<file path="src/include/flash_xip_pkg.sv">
// Notes on behaviour
// dual read takes address two bits per clock
// mode byte upper nibble steers next read
// host floats lines before first data clock
// mode bits 10 make dual read skip instruction
// other mode bits restore normal instruction decode
// mode reset command leaves continuous mode
// variable latency sets mode plus dummy count
// legacy dual latency is four mode cycles
// quad read moves address, mode and data on four lines
// quad read and wrap need quad enable
// mode bits 10 make quad read skip instruction
// legacy quad latency is two plus four
// host may float low mode nibble
// wrapped quad read cycles within aligned section
// wrap command is instruction, dummies, wrap byte
// wrap byte bits six to four stored
// stored wrap setting governs later quad reads
// wrap disabled after power-on and by setting
// host clears wrap after its own reset
// software reset reloads volatile defaults
// deep power-down blocks software reset
// reset needs enable, reset, then hold time
// other command after enable cancels arming
// all-ones mode byte ends continuous mode
// data msb first, falling edges, address increments
package flash_xip_pkg;
	localparam logic [7:0] CMD_DUAL_IO_READ = 8'hBB;
	localparam logic [7:0] CMD_QUAD_IO_READ = 8'hEB;
	localparam logic [7:0] CMD_SET_WRAP     = 8'h77;
	localparam logic [7:0] CMD_RESET_ENABLE = 8'h66;
	localparam logic [7:0] CMD_RESET        = 8'h99;
	localparam int         QE_BIT           = 1;
	localparam logic [1:0] CONT_KEEP        = 2'h2;
	localparam logic [5:0] SYNC_RESET       = 6'h20; // cs high, sck low: no false edge after reset
	localparam logic [2:0] WRAP_DEFAULT     = 3'h7;
	localparam logic [4:0] CMD_CYC          = 5'h08;
	localparam logic [4:0] DUAL_ADDR_CYC    = 5'h0C;
	localparam logic [4:0] QUAD_ADDR_CYC    = 5'h06;
	localparam logic [4:0] DUAL_MODE_CYC    = 5'h04;
	localparam logic [4:0] QUAD_MODE_CYC    = 5'h02;
	localparam logic [4:0] DUAL_DUMMY_CYC   = 5'h00;
	localparam logic [4:0] QUAD_DUMMY_CYC   = 5'h04;
	localparam logic [4:0] WRAP_DUMMY_CYC   = 5'h06;
	localparam logic [4:0] WRAP_BITS_CYC    = 5'h02;
	localparam logic [3:0] OE_DUAL          = 4'h3;
	localparam logic [3:0] OE_QUAD          = 4'hF;
	localparam logic [5:0] WRAP_MASK [0:3]  = '{6'h07, 6'h0F, 6'h1F, 6'h3F};
	localparam int         ARRAY_WORDS      = 256;
	localparam int         CLK_MHZ          = 10;
	localparam int         RESET_SELECT_HOLD_NS = 100;
	localparam int         HOLD_CALC = (RESET_SELECT_HOLD_NS * CLK_MHZ + 999) / 1000;
	localparam logic [7:0] RESET_HOLD_CYC   = 8'((HOLD_CALC < 1) ? 1 : HOLD_CALC);

	typedef enum logic [3:0] {
		S_IDLE, S_CMD, S_ADDR, S_MODE, S_DUMMY, S_DATA, S_WRAP_DUMMY, S_WRAP_BITS, S_IGNORE
	} state_type;
endpackage : flash_xip_pkg

</file>
<file path="src/include/xip_array_if.sv">
`timescale 1ns/100ps
interface xip_array_if;
	logic [7:0] rd_addr;
	logic [7:0] rd_data;
	logic       wr_en;
	logic [7:0] wr_addr;
	logic [7:0] wr_data;
	modport ctrl  (output rd_addr, output wr_en, output wr_addr, output wr_data, input rd_data);
	modport store (input rd_addr, input wr_en, input wr_addr, input wr_data, output rd_data);
endinterface : xip_array_if

</file>
<file path="src/core/xip_array.sv">
`timescale 1ns/100ps
module xip_array
	import flash_xip_pkg::*;
(
	input wire logic   clk,
	input wire logic   nrst,
	xip_array_if.store port
);
	logic [7:0] mem_q [ARRAY_WORDS];

	always_ff @(posedge clk) begin
		if (port.wr_en) begin
			mem_q[port.wr_addr] <= port.wr_data;
		end
	end

	always_ff @(posedge clk or negedge nrst) begin
		if (!nrst) begin
			port.rd_data <= '0;
		end else begin
			port.rd_data <= mem_q[port.rd_addr];
		end
	end
endmodule : xip_array

</file>
<file path="src/core/xip_read_ctrl.sv">
`timescale 1ns/100ps
module xip_read_ctrl
	import flash_xip_pkg::*;
(
	input  wire logic       clk,
	input  wire logic       nrst,
	input  wire logic       sck,
	input  wire logic       cs_n,
	input  wire logic       bidir_line_0_in,
	input  wire logic       bidir_line_1_in,
	input  wire logic       bidir_line_2_in,
	input  wire logic       bidir_line_3_in,
	output logic            bidir_line_0_out,
	output logic            bidir_line_1_out,
	output logic            bidir_line_2_out,
	output logic            bidir_line_3_out,
	output logic            bidir_line_0_oe,
	output logic            bidir_line_1_oe,
	output logic            bidir_line_2_oe,
	output logic            bidir_line_3_oe,
	input  wire logic [7:0] status_reg_two,
	input  wire logic       var_latency_en,
	input  wire logic [3:0] latency_ctrl,
	input  wire logic       in_deep_powerdown,
	input  wire logic       preload_en,
	input  wire logic [7:0] preload_addr,
	input  wire logic [7:0] preload_data,
	output logic [2:0]      wrap_setting,
	output logic            continuous_mode,
	output logic            soft_reset_pulse
);
	xip_array_if arr ();

	logic [5:0]  sync1_q;
	logic [5:0]  sync2_q;
	logic        sck_d_q;
	logic        cs_d_q;
	state_type   state_q;
	state_type   state_d;
	logic [4:0]  cnt_q;
	logic [31:0] shift_q;
	logic [31:0] shift_d;
	logic        quad_q;
	logic        quad_d;
	logic        cont_q;
	logic        cont_quad_q;
	logic [23:0] addr_q;
	logic [2:0]  wrap_q;
	logic [1:0]  idx_q;
	logic [3:0]  out_q;
	logic [3:0]  oe_q;
	logic        armed_q;
	logic        pend_q;
	logic [7:0]  hold_q;
	logic        rst_pulse_q;

	// two-stage synchronisers, then a third stage for edge finding
	always_ff @(posedge clk or negedge nrst) begin
		if (!nrst) begin
			sync1_q <= SYNC_RESET;
			sync2_q <= SYNC_RESET;
			sck_d_q <= 1'b0;
			cs_d_q  <= 1'b1;
		end else begin
			sync1_q <= {cs_n, sck, bidir_line_3_in, bidir_line_2_in, bidir_line_1_in,
				bidir_line_0_in};
			sync2_q <= sync1_q;
			sck_d_q <= sync2_q[4];
			cs_d_q  <= sync2_q[5];
		end
	end

	wire       cs_s     = sync2_q[5];
	wire       sck_s    = sync2_q[4];
	wire [3:0] in4      = sync2_q[3:0];
	wire       sck_rise = sck_s & ~sck_d_q;
	wire       sck_fall = ~sck_s & sck_d_q;
	wire       cs_fall  = ~cs_s & cs_d_q;
	wire       cs_rise  = cs_s & ~cs_d_q;

	// phase lengths and latency
	wire [4:0] mode_len  = quad_q ? QUAD_MODE_CYC : DUAL_MODE_CYC;
	wire [4:0] lat_total = var_latency_en ? {1'b0, latency_ctrl} :
		(quad_q ? QUAD_MODE_CYC + QUAD_DUMMY_CYC : DUAL_MODE_CYC + DUAL_DUMMY_CYC);
	wire [4:0] dummy_len = (lat_total > mode_len) ? lat_total - mode_len : 5'h00;
	wire [4:0] phase_len =
		(state_q == S_CMD)        ? CMD_CYC :
		(state_q == S_ADDR)       ? (quad_q ? QUAD_ADDR_CYC : DUAL_ADDR_CYC) :
		(state_q == S_MODE)       ? mode_len :
		(state_q == S_DUMMY)      ? dummy_len :
		(state_q == S_WRAP_DUMMY) ? WRAP_DUMMY_CYC : WRAP_BITS_CYC;
	wire       phase_end = sck_rise && (cnt_q == phase_len - 5'h01);

	// serial shifter: one line for the instruction, else two or four
	wire wide4 = quad_q || (state_q == S_WRAP_DUMMY) || (state_q == S_WRAP_BITS);
	assign shift_d = (state_q == S_CMD) ? {shift_q[30:0], in4[0]} :
		wide4 ? {shift_q[27:0], in4} : {shift_q[29:0], in4[1:0]};

	wire [7:0] cmd       = shift_d[7:0];
	wire       qe        = status_reg_two[QE_BIT];
	wire       is_dual   = cmd == CMD_DUAL_IO_READ;
	wire       is_quad   = cmd == CMD_QUAD_IO_READ;
	wire       is_wrap   = cmd == CMD_SET_WRAP;
	wire       is_rst_en = cmd == CMD_RESET_ENABLE;
	wire       is_rst    = cmd == CMD_RESET;
	wire       cmd_end   = (state_q == S_CMD) && phase_end;
	wire       mode_end  = (state_q == S_MODE) && phase_end;
	wire       wrap_end  = (state_q == S_WRAP_BITS) && phase_end;
	wire       cont_go   = (state_q == S_IDLE) && cs_fall && cont_q;

	always_comb begin
		state_d = state_q;
		if (cs_rise) begin
			state_d = S_IDLE;
		end else begin
			case (state_q)
				S_IDLE: begin
					if (cs_fall) begin
						state_d = cont_q ? S_ADDR : S_CMD;
					end
				end
				S_CMD: begin
					if (phase_end) begin
						if (is_dual || (is_quad && qe)) begin
							state_d = S_ADDR;
						end else if (is_wrap && qe) begin
							state_d = S_WRAP_DUMMY;
						end else begin
							state_d = S_IGNORE;
						end
					end
				end
				S_ADDR: begin
					if (phase_end) begin
						state_d = S_MODE;
					end
				end
				S_MODE: begin
					if (phase_end) begin
						state_d = (dummy_len == 5'h00) ? S_DATA : S_DUMMY;
					end
				end
				S_DUMMY: begin
					if (phase_end) begin
						state_d = S_DATA;
					end
				end
				S_WRAP_DUMMY: begin
					if (phase_end) begin
						state_d = S_WRAP_BITS;
					end
				end
				S_WRAP_BITS: begin
					if (phase_end) begin
						state_d = S_IGNORE;
					end
				end
				default: begin
					state_d = state_q;
				end
			endcase
		end
	end

	assign quad_d = cont_go ? cont_quad_q : cmd_end ? is_quad : quad_q;

	always_ff @(posedge clk or negedge nrst) begin
		if (!nrst) begin
			state_q <= S_IDLE;
			cnt_q   <= '0;
			shift_q <= '0;
			quad_q  <= 1'b0;
		end else begin
			state_q <= state_d;
			cnt_q   <= (state_d != state_q) ? 5'h00 : cnt_q + {4'h0, sck_rise};
			shift_q <= sck_rise ? shift_d : shift_q;
			quad_q  <= quad_d;
		end
	end

	// continuous mode; an all-ones mode byte reads as bits 11 and exits
	always_ff @(posedge clk or negedge nrst) begin
		if (!nrst) begin
			cont_q      <= 1'b0;
			cont_quad_q <= 1'b0;
		end else if (rst_pulse_q) begin
			cont_q      <= 1'b0;
		end else if (mode_end) begin
			cont_q      <= shift_d[5:4] == CONT_KEEP;
			cont_quad_q <= quad_q;
		end
	end

	// wrap setting, disabled after reset
	always_ff @(posedge clk or negedge nrst) begin
		if (!nrst) begin
			wrap_q <= WRAP_DEFAULT;
		end else if (rst_pulse_q) begin
			wrap_q <= WRAP_DEFAULT;
		end else if (wrap_end) begin
			wrap_q <= shift_d[6:4];
		end
	end

	// read address: linear, or wrapped within the aligned section
	wire        wrap_en   = quad_q && !wrap_q[0];
	wire [23:0] wrap_mask = {18'h0, WRAP_MASK[wrap_q[2:1]]};
	wire [23:0] addr_inc  = addr_q + 24'h1;
	wire [23:0] next_addr = wrap_en ? ((addr_q & ~wrap_mask) | (addr_inc & wrap_mask))
		: addr_inc;
	wire        data_fall = (state_q == S_DATA) && sck_fall;
	wire        idx_last  = quad_q ? (idx_q == 2'h1) : (idx_q == 2'h3);
	wire [7:0]  rd        = arr.rd_data;
	wire [1:0]  dual_pair = (idx_q == 2'h0) ? rd[7:6] : (idx_q == 2'h1) ? rd[5:4] :
		(idx_q == 2'h2) ? rd[3:2] : rd[1:0];
	wire [3:0]  slice4    = quad_q ? (idx_q[0] ? rd[3:0] : rd[7:4]) : {2'b00, dual_pair};

	always_ff @(posedge clk or negedge nrst) begin
		if (!nrst) begin
			addr_q <= '0;
		end else if ((state_q == S_ADDR) && phase_end) begin
			addr_q <= shift_d[23:0];
		end else if (data_fall && idx_last) begin
			addr_q <= next_addr;
		end
	end

	// data out on falling edges, msb group first
	always_ff @(posedge clk or negedge nrst) begin
		if (!nrst) begin
			out_q <= '0;
			oe_q  <= '0;
			idx_q <= '0;
		end else if (cs_rise) begin
			oe_q  <= '0;
			idx_q <= '0;
		end else if (data_fall) begin
			out_q <= slice4;
			oe_q  <= quad_q ? OE_QUAD : OE_DUAL;
			idx_q <= idx_last ? 2'h0 : idx_q + 2'h1;
		end
	end

	// software reset: enable, reset, hold, then chip select rise
	always_ff @(posedge clk or negedge nrst) begin
		if (!nrst) begin
			armed_q     <= 1'b0;
			pend_q      <= 1'b0;
			hold_q      <= '0;
			rst_pulse_q <= 1'b0;
		end else begin
			rst_pulse_q <= cs_rise && pend_q && (hold_q >= RESET_HOLD_CYC)
				&& !in_deep_powerdown;
			if (cmd_end) begin
				armed_q <= is_rst_en && !in_deep_powerdown;
				pend_q  <= is_rst && armed_q && !in_deep_powerdown;
				hold_q  <= '0;
			end else begin
				if (cont_go || rst_pulse_q) begin
					armed_q <= 1'b0;
				end
				if (cs_rise) begin
					pend_q <= 1'b0;
				end
				if (pend_q && (hold_q < RESET_HOLD_CYC)) begin
					hold_q <= hold_q + 8'h01;
				end
			end
		end
	end

	assign arr.rd_addr = addr_q[7:0];
	assign arr.wr_en   = preload_en;
	assign arr.wr_addr = preload_addr;
	assign arr.wr_data = preload_data;

	xip_array u_array (
		.clk  (clk),
		.nrst (nrst),
		.port (arr.store)
	);

	assign bidir_line_0_out = out_q[0];
	assign bidir_line_1_out = out_q[1];
	assign bidir_line_2_out = out_q[2];
	assign bidir_line_3_out = out_q[3];
	assign bidir_line_0_oe  = oe_q[0];
	assign bidir_line_1_oe  = oe_q[1];
	assign bidir_line_2_oe  = oe_q[2];
	assign bidir_line_3_oe  = oe_q[3];
	assign wrap_setting     = wrap_q;
	assign continuous_mode  = cont_q;
	assign soft_reset_pulse = rst_pulse_q;
endmodule : xip_read_ctrl

</file>
<file path="config.mk">
export PLATFORM = sky130hd
export DESIGN_NAME = xip_read_ctrl
export DESIGN_NICKNAME = d
export VERILOG_FILES = /design/src/include/flash_xip_pkg.sv /design/src/include/xip_array_if.sv /design/src/core/xip_array.sv /design/src/core/xip_read_ctrl.sv
export SDC_FILE = /design/constraint.sdc
export NUM_CORES = 2
export LEC_CHECK = 0
export BUFFER_PORTS_ARGS = -buffer_cell sky130_fd_sc_hd__buf_2
export CORE_UTILIZATION = 45
export CTS_BUF_LIST = sky130_fd_sc_hd__clkbuf_4
export DETAILED_ROUTE_END_ITERATION = 10
export HOLD_SLACK_MARGIN = 0.08
export PLACE_DENSITY = 0.59
export SKIP_CTS_REPAIR_TIMING = 1
export SYNTH_ARGS = -nofsm -noshare
export SYNTH_HDL_FRONTEND = slang
export SYNTH_HIERARCHICAL = 1
export SYNTH_SLANG_ARGS = --single-unit
</file>
<file path="constraint.sdc">
create_clock -name clk -period 4.4 [get_ports clk]
set_input_delay 0.66 -clock clk [delete_from_list [all_inputs] [get_ports clk]]
set_output_delay 0.66 -clock clk [all_outputs]
set_load 0.01 [all_outputs]
</file>
==> metrics.cfg <==
[outcome]
status = completed

[setup_path]
cp_max_fo = 6
required_ps = 5590
critical_path_class = flop to flop
rr_endpoint = addr_q[0]
ff2ff_setup_slack_ps = 660
reg2reg_from = quad_q
startpoint_type = flop
startpoint = quad_q
r2r_cells = 15
cp.arrival_ps = 4920
setup.worst_path.end_class = flop

[timing]
drv_slew = 0
slew_headroom_pct = 12.54
fin_crit_sh_pct = 84.91
worst_slew_pin_slew_ps = 1312
final_hold_viol_count = 0
rsz0062_at_grt = false
fin_tns_setup_ps = 0
fin_hold_ws_ps = 186.2
setup_viol = 0
max_freq_mhz = 267.7
period_needed_ps = 3736
skew_ps = 78.05

[yosys]
yosysUniqueCellTypes = 86
synth.top_cells.by_area = edfxtp_1 73%, mux4_2 12%, mux2i_1 2.2%, dfrtp_1 1.9%, nor2_1 1.4%
netlist_instances = 4197
synth_warnings = 6
synth_seq_cells = 2119
ys_seq_area_share_pct = 75.55
syn-num-nets = 4251
yosysTopAreaCellShare_pct = 73.42
async_flop_share_pct = 3.351
synth_edf_count = 2048
yosysTopAreaCell = edfxtp_1
ys.flop_type = edfxtp_1
synth_area_per_cell_um2 = 19.96
syn_area_um2 = 83760

[clock_network]
clock_path_buffers = 4
cts_sinks = 2119
cts_root_buf = clkbuf_4
cts_made_buffers = 562
clkTransAtPathRegs_ps = 60
htree_levels = 6
clk_latency_ps = 1330
cts_tree = built

[power]
power.density_nw_per_um2 = 514.2
ir_drop_mv = 0.2857
power.leakage_nw = 30.34

[worst_hold_path]
hp-start = var_latency_en
min_to = state_q[0]
hold_depth = 5
hp-class = input port to flop

[detailed_routing]
num_vias = 44330
ant_nets = 0
routed_wl_um = 212400
vias_per_cell = 5.810
wire_per_inst_um = 27.84
dr.pass1.iters = 5
drc = 0
first_iter_violations = 4170

[cells_and_area]
fillers = 14970
drive_gt1_share_pct = 31.61
stdcell_count = 7630
fin_nets = 4873
postLayoutCellArea_um2 = 94740
area_growth_pct = 13.10
final_common_cell = edfxtp_1
layout_common_cells = 2048 x edfxtp_1, 808 x clkbuf_4, 445 x mux4_2, 307 x nor2_1, 210 x buf_4
fin_util_pct = 51.47

[die]
fp.dieH_um = 433.4
coreArea_um2 = 184100
core.rowCount = 157
ios = 52
die_w_um = 433.4
die_area_um2 = 187900
start_util_pct = 45.51

[global_route]
grt_max_degree = 137
antenna_found_initial = 10
grt.total_usage_pct = 22.74
overflow = 0
grt_pass1_vias = 45490
grt_first_pass_wirelength_um = 308400

[placed_design]
buffer_ports.inserted = 44
dp_hpwl_um = 129400
gp_congestion = 0.8526
place_inst = 6686
placed_area_um2 = 87670

[run]
maxCapViolCount = 0

==> kinds of logic after synthesis <==
family	count (synthesis)	share of synthesized area, %
flip-flops	2119	75.55
AND/OR/NAND/NOR	674	3.790
multiplexers	643	14.38
AO/OA/AOI/OAI	455	3.840
buffers and inverters	279	2.076
adder cells (fa/ha/maj)	15	0.2330
XOR/XNOR	12	0.1344
==> worst max path at each step <==
stage | slack (ps) | cells past startpoint | to
2_1_floorplan | 460 | 15 | addr_q[0]
3_3_place_gp | 320 | 16 | addr_q[0]
3_5_place_dp | 290 | 16 | addr_q[0]
4_1_cts | 670 | 16 | addr_q[1]
5_1_grt | 320 | 16 | addr_q[1]
6_report | 660 | 15 | addr_q[0]
==> critical path, stage by stage (launching register included) <==
cell     delay [ps]
dfrtp_1         430
mux2i_1         100
ha_1            220
fa_1            400
ha_1            250
o21ai_0         220
o21ai_0         100
o21ai_0         190
nor2_1           70
ha_1            300
xor2_1          150
nand3_1         110
nor3b_2         340
nand2_2         230
nor2_8          170
mux2_1          320
==> synthesized netlist by cell type (all sizes together) (5+ instances only) <==
cell and n:
nor3b 5, o31ai 8, nand2b 14, a31oi 18, o21a 8, inv 23, o311a 6, mux2 17
xnor2 5, o22ai 34, nand4 22, ha 14, nor2b 41, nor2 312, nor3 24, a21boi 6
buf 134, o21ai 48, nand2 122, and3 9, nand3 55, and3b 5, a22o 20, mux4 446
clkbuf 122, nor4 26, a21oi 95, a22oi 93, edfxtp 2048, a211oi 13, dfstp 6, a221oi 26
o2111ai 11, o221ai 38, nor4b 6, xor2 7, and2 13, mux2i 180, dfrtp 65, or3 5
==> layer usage <==
metal	GRT usage, %	share of wire, %	up-vias
met4	7.380	2.3	4
met2	36.49	49	1801
li1	-	-	18880
met5	0	0.013	-
met3	5.284	7.5	342
met1	30.76	41	23300
==> flip-flops by register name, indices dropped and copies added, names as in the netlist, 2 cells and up, named ones only <==
name / cells
addr_q: 5
cnt_q: 5
hold_q: 8
idx_q: 2
oe_q: 2
out_q: 4
shift_q: 7
state_q: 4
sync1_q: 6
sync2_q: 6
u_array/mem_q: 2048
u_array/port.rd_data: 8
wrap_setting: 3
==> final cells by class <==
class	instances	area, µm²	share of cell area [%]
clock inverters	100	643.1	0.6788
flip-flops and latches	2119	63300	66.82
diodes	3	7.507	0.007924
well taps	2464	3083	3.254
inverters	23	86.33	0.09113
multi-input cells	1799	18770	19.81
repair buffers	314	2780	2.935
clock buffers	808	6066	6.403
==> stage by stage <==
| stage | power [mW] | worst slack (ps) |
|---|---|---|
| 2_1_floorplan | 28.91 | 461.3 |
| 4_1_cts | 49.24 | 674.6 |
| 3_3_place_gp | 32.45 | 323.5 |
| 6_report | 48.71 | 663.8 |
| 5_1_grt | 50.76 | 318.6 |
| 3_5_place_dp | 32.50 | 289.7 |
==> report_power, final <==
group          internal (mW)  total [mW]  switching (mW)
clock                   8.93        16.6            7.72
sequential              22.3        22.7           0.452
combinational           3.82        9.32            5.50
total                   35.0        48.7            13.7
(Power assumes the default switching activity.)
